===== src/shared/uart_regs.svh =====
// Register offsets, field positions and reset values of one UART channel
`ifndef UART_CH_REGS_SVH
`define UART_CH_REGS_SVH
`define RA_DATA      4'h0
`define RA_MASK      4'h1
`define RA_SRC       4'h2
`define RA_FMT       4'h3
`define RA_MODEM     4'h4
`define RA_LSTAT     4'h5
`define RA_MSTAT     4'h6
`define RA_SCRATCH   4'h7
`define RA_GPIO_LVL  4'hB
`define RA_GPIO_MSK  4'hC
`define RA_RSVD      4'hD
`define RA_GPIO_CFG  4'hE
`define RA_EXTRA     4'hF
`define ENH_KEY      8'hBF
`define FMT_DIV_BIT  7
`define EFR_UNLOCK   4
`define FCR_EN       0
`define FCR_RX_RST   1
`define FCR_TXT      4
`define FCR_RXT      6
`define IER_RX       0
`define IER_TX       1
`define IER_LINE     2
`define IER_MODEM    3
`define SRC_LSTAT    6'h06
`define SRC_RXRDY    6'h04
`define SRC_TXRDY    6'h02
`define SRC_MODEM    6'h00
`define SRC_NONE     6'h01
`define RST_BYTE     8'h00
`define RST_FMT      8'h03
`endif


===== src/shared/uart_pkg.sv =====
// Types shared by the UART channel register block
package uart_pkg;
  typedef struct packed {
    logic       brk;
    logic       frm;
    logic       par;
    logic [7:0] data;
  } rx_char_t;

  typedef struct packed {
    logic       wr;
    logic       rd;
    logic [3:0] addr;
    logic [7:0] wdata;
  } reg_req_t;
endpackage : uart_pkg


===== src/rtl/uart_channel_regs.sv =====
// UART channel register file with receive queue
`include "uart_regs.svh"

module rx_queue #(
  parameter int WIDTH = 11,
  parameter int DEPTH = 32
) (
  input  wire logic             clk,
  input  wire logic             rst_n,
  input  wire logic             flush,
  input  wire logic             one_deep,
  input  wire logic             in_valid,
  output logic                  in_ready,
  input  wire logic [WIDTH-1:0] in_data,
  output logic                  out_valid,
  input  wire logic             out_ready,
  output logic      [WIDTH-1:0] out_data,
  output logic [$clog2(DEPTH):0] level
);
  localparam int AW = $clog2(DEPTH);

  initial begin
    if (DEPTH < 2 || (1 << AW) != DEPTH || WIDTH < 1)
      $error("rx_queue: DEPTH must be a power of two >= 2");
  end

  logic [WIDTH-1:0] mem [DEPTH];
  logic [AW-1:0]    wp_r;
  logic [AW-1:0]    rp_r;
  logic [AW:0]      cnt_r;
  logic [AW:0]      cnt_nxt;
  logic             room_r;
  wire              push = in_valid & in_ready;
  wire              pop  = out_valid & out_ready;
  wire  [AW:0]      cap  = one_deep ? (AW+1)'(1) : (AW+1)'(DEPTH);

  // Ready is registered so the far side sees a clean level
  assign in_ready  = room_r;
  assign out_valid = cnt_r != '0;
  assign out_data  = mem[rp_r];
  assign level     = cnt_r;
  assign cnt_nxt   = flush ? '0 :
                     cnt_r + (AW+1)'(push) - (AW+1)'(pop);

  always_ff @(posedge clk) begin
    if (push)
      mem[wp_r] <= in_data;
  end

  always_ff @(posedge clk or negedge rst_n) begin
    if (!rst_n) begin
      wp_r   <= '0;
      rp_r   <= '0;
      cnt_r  <= '0;
      room_r <= 1'b0;
    end else begin
      wp_r   <= flush ? '0 : wp_r + AW'(push);
      rp_r   <= flush ? '0 : rp_r + AW'(pop);
      cnt_r  <= cnt_nxt;
      room_r <= cnt_nxt < cap;
    end
  end
endmodule : rx_queue

////////////////////////////////////////////////////////////////////////////////

module uart_channel_regs
  import uart_pkg::*;
#(
  parameter int DEPTH   = 32,
  parameter int TRIG_L0 = 1,
  parameter int TRIG_L1 = 8,
  parameter int TRIG_L2 = 16,
  parameter int TRIG_L3 = 28
) (
  input  wire logic     clk,
  input  wire logic     rst_n,
  input  wire reg_req_t reg_req,
  output logic [7:0]    reg_rdata,
  output logic          rx_char_ready,
  input  wire logic     rx_char_valid,
  input  wire rx_char_t rx_char,
  output logic          tx_char_valid,
  output logic [7:0]    tx_char,
  input  wire logic     tx_char_ready,
  input  wire logic     tx_shift_empty,
  input  wire logic     modem_pending,
  output logic          irq_n
);
  localparam int LW = $clog2(DEPTH) + 1;

  initial begin
    if (TRIG_L0 < 1 || TRIG_L3 > DEPTH || TRIG_L1 > DEPTH ||
        TRIG_L2 > DEPTH)
      $error("uart_channel_regs: trigger level outside queue depth");
    if (DEPTH < 2 || (1 << (LW - 1)) != DEPTH)
      $error("uart_channel_regs: DEPTH must be a power of two >= 2");
  end

  //////////////////////////////////////////////////////////////////////////////
  // Stored registers
  logic [7:0] fmt_r, mask_r, modem_r, scratch_r;
  logic [7:0] div_lo_r, div_hi_r, div_frac_r, enh_r;
  logic [7:0] res1_r, res2_r, pau1_r, pau2_r;
  logic [7:0] gpio_lvl_r, gpio_msk_r, gpio_cfg_r, extra_r;
  logic       fifo_en_r;
  logic [1:0] rx_trig_r, tx_trig_r;
  logic       overrun_r;
  logic [LW-1:0] err_cnt_r;
  logic       tx_valid_r;
  logic [7:0] tx_data_r;
  logic [7:0] rdata_r;
  logic       irq_n_r;

  //////////////////////////////////////////////////////////////////////////////
  // Bank decode
  wire key_sel = fmt_r == `ENH_KEY;
  wire div_sel = fmt_r[`FMT_DIV_BIT] & !key_sel;
  wire unlock  = enh_r[`EFR_UNLOCK];
  wire wr      = reg_req.wr;
  wire rd      = reg_req.rd;
  wire [3:0] a = reg_req.addr;
  wire [7:0] wd = reg_req.wdata;

  wire a_data = a == `RA_DATA;
  wire a_mask = a == `RA_MASK;
  wire a_src  = a == `RA_SRC;
  wire a_b4   = a == `RA_MODEM;
  wire a_b5   = a == `RA_LSTAT;
  wire a_b6   = a == `RA_MSTAT;
  wire a_b7   = a == `RA_SCRATCH;
  wire std    = !div_sel & !key_sel;
  wire gpio_ok = !fmt_r[`FMT_DIV_BIT];

  wire w_thr   = wr & a_data & std;
  wire w_dll   = wr & a_data & div_sel;
  wire w_mask  = wr & a_mask & std;
  wire w_dlm   = wr & a_mask & div_sel;
  wire w_fcr   = wr & a_src & std;
  wire w_dld   = wr & a_src & div_sel & unlock;
  wire w_efr   = wr & a_src & key_sel;
  wire w_fmt   = wr & (a == `RA_FMT);
  wire w_modem = wr & a_b4 & !key_sel;
  wire w_res1  = wr & a_b4 & key_sel;
  wire w_res2  = wr & a_b5 & key_sel;
  wire w_pau1  = wr & a_b6 & key_sel;
  wire w_pau2  = wr & a_b7 & key_sel;
  wire w_scr   = wr & a_b7 & !key_sel;
  wire w_glvl  = wr & (a == `RA_GPIO_LVL) & gpio_ok;
  wire w_gmsk  = wr & (a == `RA_GPIO_MSK) & gpio_ok;
  wire w_gcfg  = wr & (a == `RA_GPIO_CFG);
  wire w_extra = wr & (a == `RA_EXTRA);
  wire r_rhr   = rd & a_data & std;
  wire r_lsr   = rd & a_b5 & !key_sel;

  // Other bits of the queue-control write only land with bit 0 set
  wire fcr_go  = w_fcr & wd[`FCR_EN];
  wire rx_flush = fcr_go & wd[`FCR_RX_RST];

  // Trigger select fields of the queue-control write
  wire [1:0] wd_rx_trig = wd[`FCR_RXT+1:`FCR_RXT];
  wire [1:0] wd_tx_trig = wd[`FCR_TXT+1:`FCR_TXT];

  //////////////////////////////////////////////////////////////////////////////
  // Receive queue
  rx_char_t      head;
  logic          head_valid;
  logic [LW-1:0] rx_level;
  wire           head_err = head.brk | head.frm | head.par;
  wire           in_err   = rx_char.brk | rx_char.frm | rx_char.par;
  wire           push     = rx_char_valid & rx_char_ready;
  // Reading an empty holding register shows stale data and pops nothing
  wire           pop      = r_rhr & head_valid;

  rx_queue #(
    .WIDTH ($bits(rx_char_t)),
    .DEPTH (DEPTH)
  ) u_rxq (
    .clk       (clk),
    .rst_n     (rst_n),
    .flush     (rx_flush),
    .one_deep  (!fifo_en_r),
    .in_valid  (rx_char_valid),
    .in_ready  (rx_char_ready),
    .in_data   (rx_char),
    .out_valid (head_valid),
    .out_ready (pop),
    .out_data  (head),
    .level     (rx_level)
  );

  //////////////////////////////////////////////////////////////////////////////
  // Line status
  wire [LW-1:0] trig = rx_trig_r == 2'd0 ? LW'(TRIG_L0) :
                       rx_trig_r == 2'd1 ? LW'(TRIG_L1) :
                       rx_trig_r == 2'd2 ? LW'(TRIG_L2) : LW'(TRIG_L3);
  // Receiver owns bits 0-4 and 7, transmitter bits 5 and 6
  wire lsr_dr   = head_valid;
  wire [2:0] lsr_err = head_valid ?
                       {head.brk, head.frm, head.par} : 3'b000;
  wire lsr_thre = !tx_valid_r;
  wire lsr_temt = !tx_valid_r & tx_shift_empty;
  wire lsr_gerr = err_cnt_r != '0;
  wire [7:0] line_status_reg = {lsr_gerr, lsr_temt, lsr_thre, lsr_err,
                    overrun_r, lsr_dr};
  wire err_in  = push & in_err & !rx_flush;
  wire err_out = pop & head_err & !rx_flush;

  //////////////////////////////////////////////////////////////////////////////
  // Interrupt sources; all mask bits clear leaves only polling
  wire en_rx    = mask_r[`IER_RX];
  wire en_tx    = mask_r[`IER_TX];
  wire en_line  = mask_r[`IER_LINE];
  wire en_modem = mask_r[`IER_MODEM];

  wire rx_lvl  = fifo_en_r ? rx_level >= trig : head_valid;
  wire p_lstat = en_line & (overrun_r | (|lsr_err) | lsr_gerr);
  wire p_rx    = en_rx & rx_lvl;
  wire p_tx    = en_tx & lsr_thre;
  wire p_modem = en_modem & modem_pending;
  wire [5:0] src = p_lstat ? `SRC_LSTAT :
                   p_rx    ? `SRC_RXRDY :
                   p_tx    ? `SRC_TXRDY :
                   p_modem ? `SRC_MODEM : `SRC_NONE;
  wire [7:0] irq_source_reg = {fifo_en_r, fifo_en_r, src};

  //////////////////////////////////////////////////////////////////////////////
  // Read mux
  logic [7:0] rmux;
  always_comb begin
    rmux = `RST_BYTE;
    case (a)
      `RA_DATA:     rmux = div_sel ? div_lo_r : head.data;
      `RA_MASK:     rmux = div_sel ? div_hi_r : mask_r;
      `RA_SRC:      rmux = key_sel ? enh_r :
                           div_sel ? (unlock ? div_frac_r : `RST_BYTE) :
                           irq_source_reg;
      `RA_FMT:      rmux = fmt_r;
      `RA_MODEM:    rmux = key_sel ? res1_r : modem_r;
      `RA_LSTAT:    rmux = key_sel ? res2_r : line_status_reg;
      `RA_MSTAT:    rmux = key_sel ? pau1_r : `RST_BYTE;
      `RA_SCRATCH:  rmux = key_sel ? pau2_r : scratch_r;
      `RA_GPIO_LVL: rmux = gpio_ok ? gpio_lvl_r : `RST_BYTE;
      `RA_GPIO_MSK: rmux = gpio_ok ? gpio_msk_r : `RST_BYTE;
      `RA_RSVD:     rmux = `RST_BYTE;
      `RA_GPIO_CFG: rmux = gpio_cfg_r;
      `RA_EXTRA:    rmux = extra_r;
      default:      rmux = `RST_BYTE;
    endcase
  end

  //////////////////////////////////////////////////////////////////////////////
  // Next values with lock masking
  // Upper mask and modem bits stay locked until enhanced bit 4 is set
  wire [7:0] mask_nxt  = unlock ? wd : {mask_r[7:4], wd[3:0]};
  wire [7:0] modem_nxt = unlock ? wd : {modem_r[7:5], wd[4:0]};
  wire [1:0] tx_trig_nxt = unlock ? wd_tx_trig : tx_trig_r;
  // A loss in the clearing cycle keeps overrun set
  wire       ovr_nxt = (rx_char_valid & !rx_char_ready) |
                       (overrun_r & !r_lsr);
  wire [LW-1:0] err_nxt = rx_flush ? '0 :
                          err_cnt_r + LW'(err_in) - LW'(err_out);
  wire       txv_nxt = w_thr | (tx_valid_r & !tx_char_ready);

  //////////////////////////////////////////////////////////////////////////////
  // Registers
  always_ff @(posedge clk or negedge rst_n) begin
    if (!rst_n) begin
      fmt_r      <= `RST_FMT;
      mask_r     <= `RST_BYTE;
      modem_r    <= `RST_BYTE;
      scratch_r  <= `RST_BYTE;
      div_lo_r   <= `RST_BYTE;
      div_hi_r   <= `RST_BYTE;
      div_frac_r <= `RST_BYTE;
      enh_r      <= `RST_BYTE;
      res1_r     <= `RST_BYTE;
      res2_r     <= `RST_BYTE;
      pau1_r     <= `RST_BYTE;
      pau2_r     <= `RST_BYTE;
    end else begin
      if (w_fmt)   fmt_r      <= wd;
      if (w_mask)  mask_r     <= mask_nxt;
      if (w_modem) modem_r    <= modem_nxt;
      if (w_scr)   scratch_r  <= wd;
      if (w_dll)   div_lo_r   <= wd;
      if (w_dlm)   div_hi_r   <= wd;
      if (w_dld)   div_frac_r <= wd;
      if (w_efr)   enh_r      <= wd;
      if (w_res1)  res1_r     <= wd;
      if (w_res2)  res2_r     <= wd;
      if (w_pau1)  pau1_r     <= wd;
      if (w_pau2)  pau2_r     <= wd;
    end
  end

  always_ff @(posedge clk or negedge rst_n) begin
    if (!rst_n) begin
      gpio_lvl_r <= `RST_BYTE;
      gpio_msk_r <= `RST_BYTE;
      gpio_cfg_r <= `RST_BYTE;
      extra_r    <= `RST_BYTE;
      fifo_en_r  <= 1'b0;
      rx_trig_r  <= 2'b00;
      tx_trig_r  <= 2'b00;
    end else begin
      if (w_glvl)  gpio_lvl_r <= wd;
      if (w_gmsk)  gpio_msk_r <= wd;
      if (w_gcfg)  gpio_cfg_r <= {4'h0, wd[3:0]};
      if (w_extra) extra_r    <= {wd[7], 1'b0, wd[5:4], 1'b0, wd[2:0]};
      if (w_fcr)   fifo_en_r  <= wd[`FCR_EN];
      if (fcr_go)  rx_trig_r  <= wd_rx_trig;
      if (fcr_go)  tx_trig_r  <= tx_trig_nxt;
    end
  end

  // Flags set by hardware win over the clearing read
  always_ff @(posedge clk or negedge rst_n) begin
    if (!rst_n) begin
      overrun_r  <= 1'b0;
      err_cnt_r  <= '0;
      tx_valid_r <= 1'b0;
      tx_data_r  <= `RST_BYTE;
      rdata_r    <= `RST_BYTE;
      irq_n_r    <= 1'b1;
    end else begin
      overrun_r  <= ovr_nxt;
      err_cnt_r  <= err_nxt;
      tx_valid_r <= txv_nxt;
      if (w_thr)   tx_data_r <= wd;
      if (rd)      rdata_r   <= rmux;
      // Interrupt output lags its cause by one cycle
      irq_n_r    <= src == `SRC_NONE;
    end
  end

  assign reg_rdata     = rdata_r;
  assign tx_char_valid = tx_valid_r;
  assign tx_char       = tx_data_r;
  assign irq_n         = irq_n_r;
endmodule : uart_channel_regs


===== config.mk =====
export PLATFORM = sky130hd
export DESIGN_NAME = uart_channel_regs
export DESIGN_NICKNAME = d
export VERILOG_FILES = /design/src/shared/uart_pkg.sv /design/src/rtl/uart_channel_regs.sv
export VERILOG_INCLUDE_DIRS = /design/src /design/src/shared
export SDC_FILE = /design/constraint.sdc
export NUM_CORES = 1
export LEC_CHECK = 0
export BUFFER_PORTS_ARGS = -buffer_cell sky130_fd_sc_hd__clkbuf_2
export CAP_MARGIN = 15
export CORE_UTILIZATION = 45
export DETAILED_ROUTE_END_ITERATION = 8
export PLACE_DENSITY = 0.73
export SYNTH_ARGS = -nofsm -noshare
export SYNTH_HDL_FRONTEND = slang
export SYNTH_SLANG_ARGS = --single-unit
export TNS_END_PERCENT = 30

===== constraint.sdc =====
create_clock -name clk -period 12.6 [get_ports clk]
set_clock_uncertainty 0.15 [all_clocks]
set_input_delay 1.26 -clock clk [delete_from_list [all_inputs] [get_ports clk]]
set_output_delay 1.26 -clock clk [all_outputs]
set_load 0.01 [all_outputs]

==> run metrics, run 1 <==
Critical Path Start Type=flop; initial drt markers=roughly 1200; fin. max-slew vios=0; post-synth top area cell=edfxtp_1; post-route ant nets=0; DR vias=around 12000; Synth top area share=0.486; main flop type after synthesis=edfxtp_1; largest reg by FF count=u_rxq.mem; Starting Density=0.455; global route overflow=0; area growth from synthesis to final layout=12.9%; worst hold path class=reg2reg; YS warnings=0; Cells on Worst Hold Path=2; first drt pass iteration count=7; CP max FO=between 40 and 50; H-tree depth=2; CTS tree=done; most common cell after layout, fill and taps aside=edfxtp_1; most frequent cells in the layout=edfxtp_1 (352), dfrtp_1 (162), mux2_2 (128); CP Capture Type=flop; Post-CTS Setup Inserts=0; Period minus WS final=5.39 ns; synth top area cells=edfxtp_1 (49%), dfrtp_1 (19%), mux4_2 (12%), mux2_2 (6.6%), ha_1 (1.4%); Gates resized, CTS repair=0; Worst-Skew Late Latency=0.59 ns; Seq pwr share=0.452; die width=around 220 um; Logic pwr share=0.209; core area=between 0.04 and 0.05 sq mm; total track usage=0.205; initial antenna violation count=1; final net count=1402; CP Data Required Time=approximately 13 ns; status=finished, final reports clean; Avg Cell Area, Syn=around 17 sq um; Clock power frac=0.339; pwr dens=~190 mW/mm^2; IO buf count=approximately 50; Post-Syn Instances=1266; Internal=about 3.4 mW; io pins=50; CTS clk-pin slew, worst paths=around 0.060 ns; Reg2Reg Setup Slack=7.21 ns; RSZ-0062 raised after global routing=no; Max Root-Sink Buffers=3; layout cell share with drive strength beyond 1=0.307; cell count of the worst reg-to-reg path=17; Sw Share=0.268; number of buffers created by CTS=50; vias in the first global route=between 10000 and 15000; worst slew pin tran=around 1.1 ns; flops & latches, synth=between 500 and 600; CTS sink cnt=between 500 and 600; largest net degree at the start of global routing=101; Async SR Flop Fraction=0.322; sequential-to-total area share from yosys stat=0.678; Max VDD drop=between 0.0001 and 0.00015 V; post-layout util=0.514; setup TNS=0 ns; detailed-route wire length=49.5 mm; Worst slew margin=0.268; CP Class=reg2reg; Reg2Reg Capture Point=err_cnt_r[4]; ant diodes=0; Die Height=222 um; clock root cell=clkbuf_16; f_max=between 150 and 200 MHz; Setup-failing EPs final=0; EDFF count, synth=352; hold path startpoint=scratch_r[1]; total die area=0.0492 sq mm; max-cap violation count=0; RR Startpoint=u_rxq.rp_r[0]; Detailed Place HPWL=~30 mm; LEAKAGE=between 8 and 9 nW; switching pwr=~1.2 mW; vias per std cell=between 5 and 6; CTS Hold Bufs=0; period utilization=0.428; row count=80; post-synth cell types=68; final hold vios=0; max reg flops=~350; first-pass GRT wire length=roughly 75 mm; WHS Endpoint=scratch_r[1]; Design Power=between 4 and 5 mW; GP Congestion=0.866; wire per inst=approximately 25 um; crit path DAT=5.66 ns; # DRC=0; Synth Cell Area=0.0217 sq mm; syn_nets=between 1000 and 1500
[layer usage]
layer  vias to the layer above  global-route usage  routed length, um
li1                       5134                   -                  -
met1                      6214               0.275              20300
met2                       441               0.337              24300
met3                        97              0.0378               3370
met4                         2              0.0715               1500
met5                         -                   0                 11
[cells in the mapped netlist, types with 8 or more instances]
master / n
nor2_1: 78
and3_1: 8
a21oi_1: 21
a22oi_1: 11
ha_1: 25
nand3_1: 21
clkbuf_1: 45
dfrtp_1: 164
and2_1: 14
mux2_2: 128
mux2i_1: 16
o21ai_0: 26
mux4_2: 113
nand2_1: 55
inv_1: 29
edfxtp_1: 352
buf_1: 12
[power by group through the flow]
stage          Combinational (mW)  Sequential (mW)  Clock, mW
6_report                    0.957             2.07       1.56
2_1_floorplan               0.772             2.03          0
5_1_grt                      1.05             2.10       1.65
4_1_cts                     0.970             2.08       1.58
3_5_place_dp                0.961             2.11          0
3_3_place_gp                0.937             2.11          0
[worst max-delay path, cell delays in order (launching register included)]
cell and delay (ns):
dfrtp_4 0.96, buf_4 0.87, mux4_2 0.59, mux4_2 0.50, mux2_2 0.30, or2_1 0.26, o21a_1 0.18, ha_1 0.26
inv_1 0.05, ha_1 0.15, inv_1 0.06, fa_1 0.43, inv_1 0.07, a21oi_1 0.06, nor2_1 0.08, nor2_1 0.05
xor2_1 0.13, nor2_1 0.06
[worst max path at each step]
stage | cells past startpoint | start | to
2_1_floorplan | 15 | reg_req[9] | u_rxq.in_ready
3_3_place_gp | 17 | u_rxq.rp_r[0] | err_cnt_r[4]
3_5_place_dp | 17 | u_rxq.rp_r[0] | err_cnt_r[4]
4_1_cts | 17 | u_rxq.rp_r[0] | err_cnt_r[4]
5_1_grt | 17 | u_rxq.rp_r[0] | err_cnt_r[4]
6_report | 17 | u_rxq.rp_r[0] | err_cnt_r[4]
[through the flow]
stage               std cells  hold slack, ns  area, sq um  setup WS, ns
CTS                      1993           0.336        24500          7.01
floorplan                1266           0.295        21700          8.00
global route             1998           0.358        24600          6.69
finish                   1998           0.332        24600          7.21
detailed placement       1902           0.322        22800          7.05
global placement         1902           0.311        22800          7.07
[kinds of logic after synthesis]
| logic type | share of synthesized area |
|---|---|
| xor gates and xnor gates | 0.00564 |
| and+or+nand+nor | 0.0507 |
| muxes | 0.191 |
| DFF | 0.678 |
| AOI/OAI and AO/OA | 0.0403 |
| buffers and inverters | 0.0180 |
| adders and majority gates | 0.0162 |
[area by class of cell]
type / instances / area [sq um]
repair buffers: 92 / 586
inverters: 30 / 113
clock buffers: 67 / 1420
well taps: 615 / 769
multi-input cells: 651 / 6610
flip-flops and latches: 519 / 14800
fillers: 3778 / 23200
clock inverters: 24 / 304
(Power assumes the default switching activity.)
==> inputs of run 2 (changes only) <==
==> constraint.sdc (replaced) <==
create_clock -name clk -period 5.36 [get_ports clk]
set_clock_uncertainty 0.15 [all_clocks]
set_input_delay 0.536 -clock clk [delete_from_list [all_inputs] [get_ports clk]]
set_output_delay 0.536 -clock clk [all_outputs]
set_load 0.01 [all_outputs]
==> run 2 against run 1 <==
First-iteration DRC count decreased by 1.9%. Final cell count rose by 0.60%. Non-clock buffer count grew 11. Utilization is essentially flat. Power grew 130%. Combinational power rose by 140%. Hold slack lost 0.29 ns. Flip-flop and latch count stayed put. Register-to-register slack worse by 6.3 ns. Clock-buffer cell count is 4 higher. Critical path type unchanged. Critical endpoint unchanged. Largest power group unchanged. Highest routed layer unchanged.
==> run metrics, run 2 (synthesis gave the netlist of run 1 again) <==
first-pass GRT wire length=75.9 mm (+1.2%); final net count=1414 (+0.86%); Detailed Place HPWL=31.8 mm (+4.9%); status=finished, final reports clean; Worst slew margin=0.203 (-0.0645); Internal=7.80 mW (+130%); ant diodes=0 (unchanged); fin. max-slew vios=0 (unchanged); Max VDD drop=0.000371 V (+200%); wire per inst=24.9 um (+0.74%); initial drt markers=1209 (-1.9%); crit path max-delay cell type=dfrtp_4; io pins=50 (unchanged); detailed-route wire length=50.1 mm (+1.3%); Setup-failing EPs final=0 (unchanged); period utilization=0.832 (+0.404); first drt pass iteration count=5 (-2); clock root cell=clkbuf_16; # DRC=0 (unchanged); most common cell after layout, fill and taps aside=edfxtp_1; CTS sink cnt=519 (unchanged); CTS tree=done; Sw Share=0.274 (+0.00637); CP max FO=30 (-39%); Gates resized, CTS repair=0 (unchanged); CTS clk-pin slew, worst paths=0.06 ns (about the same); fillers=3755 (-0.61%); post-route ant nets=0 (unchanged); most frequent cells in the layout=edfxtp_1 (352), dfrtp_1 (162), mux2_2 (128); Clock power frac=0.332 (-0.007); area growth from synthesis to final layout=13.1% (about the same); Worst Hold Margin=0.0459 ns (-0.286 ns); worst slew pin tran=1.19 ns (+0.0917 ns); H-tree depth=2 (unchanged); Worst-Skew Late Latency=0.61 ns (+0.02 ns); vias per std cell=5.96 (about the same); Storage cell area=0.0148 sq mm (unchanged); initial antenna violation count=2 (+1); final hold vios=0 (unchanged); worst hold path class=in2reg; GP Congestion=0.870 (+0.45%); total track usage=0.207 (+0.00169); largest reg by FF count=u_rxq.mem; vias in the first global route=12200 (+1.1%); Logic pwr share=0.213 (+0.004); RSZ-0062 raised after global routing=no; Critical Path Start Type=flop; Period minus WS final=4.46 ns (-0.935 ns); die width=222 um (unchanged); CP Capture Type=flop; Max Root-Sink Buffers=3 (unchanged); pwr dens=437 mW/mm^2 (+130%); number of buffers created by CTS=51 (+2.0%); setup TNS=0 ns (unchanged); Die Height=222 um (unchanged); LEAKAGE=8.92 nW (about the same); largest net degree at the start of global routing=60 (-41%); Crit path max-delay family=adder cells; core area=0.0477 sq mm (unchanged); multi-input logic area=0.00661 sq mm (unchanged); row count=80 (unchanged); max-cap violation count=0 (unchanged); layout cell share with drive strength beyond 1=0.306 (-0.000487); switching pwr=2.95 mW (+140%); critical path cell sequence=buf_4 > mux4_2 > mux2_2 > nor3b_1 > nor4_1 > o21a_1 > ha_1 > inv_1 > ha_1 > inv_1 > fa_1 > inv_1 > a21oi_1 > nor2_1 > nor2_1 > xor2_1 > nor2_1; worst stage delay on the critical path=0.80 ns (-0.16 ns); IO buf count=49 (unchanged); Buf/Inv on CP=4 (unchanged); Seq pwr share=0.455 (+0.003); global route overflow=0 (unchanged); DR vias=12000 (+0.69%); crit path DAT=4.79 ns (-0.87 ns); Starting Density=0.455 (unchanged); max reg flops=352 (unchanged); f_max=224 MHz (+21%); total die area=0.0492 sq mm (unchanged); CP Class=reg2reg; CP Data Required Time=5.70 ns (-7.17 ns)
[run 2: changes by cell type in the layout (fill, tap and decap cells not counted), moves of 2 or more]
cell	before	now
clkbuf_1	8	14
clkinv_4	2	0
clkinv_2	8	6
bufinv_16	6	4
clkinvlp_4	2	4
buf_4	39	50
clkbuf_8	7	4
dlygate4sd3_1	0	2
[run 2: cell type report]
| type | instances | area share |
|---|---|---|
| Inverter | 30 | 0.00458 |
| Multi-Input combinational cell | 651 | 0.269 |
| Tap cell | 615 | 0.0313 |
| Sequential cell | 519 | 0.600 |
| Clock buffer | 71 | 0.0576 |
| Timing Repair Buffer | 103 | 0.0272 |
| Clock inverter | 21 | 0.0101 |
[run 2: tightest hold or removal path, cell delays in order]
cell	delay, ns
clkbuf_2	0.09
inv_1	0.04
o21ai_0	0.07
[run 2: worst paths after layout]
check	start	to	slack, ns	depth (start not counted)
min in group asynchronous	rst_n	res2_r[3]	0.33	2
worst max register to register	u_rxq.rp_r[0]	err_cnt_r[4]	0.90	17
worst max-delay path	u_rxq.rp_r[0]	err_cnt_r[4]	0.90	17
worst min-delay path	rx_char_valid	overrun_r	0.05	3
worst min register to register	modem_r[1]	modem_r[1]	0.33	2
max in group asynchronous	rst_n	gpio_msk_r[4]	3.57	3
[run 2: stage by stage]
stage,setup WS (ns),power (mW),area (sq um),utilization,std cells
global route,0.482,11.2,24600,0.515,2010
CTS,0.798,10.8,24600,0.514,2008
floorplan,1.34,6.59,21700,-,1266
global placement,0.833,7.19,22900,0.479,1913
finish,0.903,10.8,24600,0.515,2010
detailed placement,0.830,7.28,22900,0.479,1914
[run 2: metal layers]
layer,vias to the layer above,global-route usage,wire length [um]
li1,5153,-,-
met5,-,0,21
met2,422,0.341,24900
met3,84,0.0387,3360
met1,6307,0.281,20700
met4,4,0.0609,1080
[run 2: power groups by stage]
stage               Combinational, mW  Sequential, mW  Clock, mW
floorplan                        1.81            4.78          0
global placement                 2.22            4.97          0
global route                     2.50            4.94       3.76
finish                           2.29            4.90       3.57
CTS                              2.32            4.90       3.61
detailed placement               2.30            4.98          0
[run 2: timing repair]
item                      4_1_cts  5_1_grt
hold buffers                    2        0
buffers inserted                0        0
hold endpoints to repair       56        0
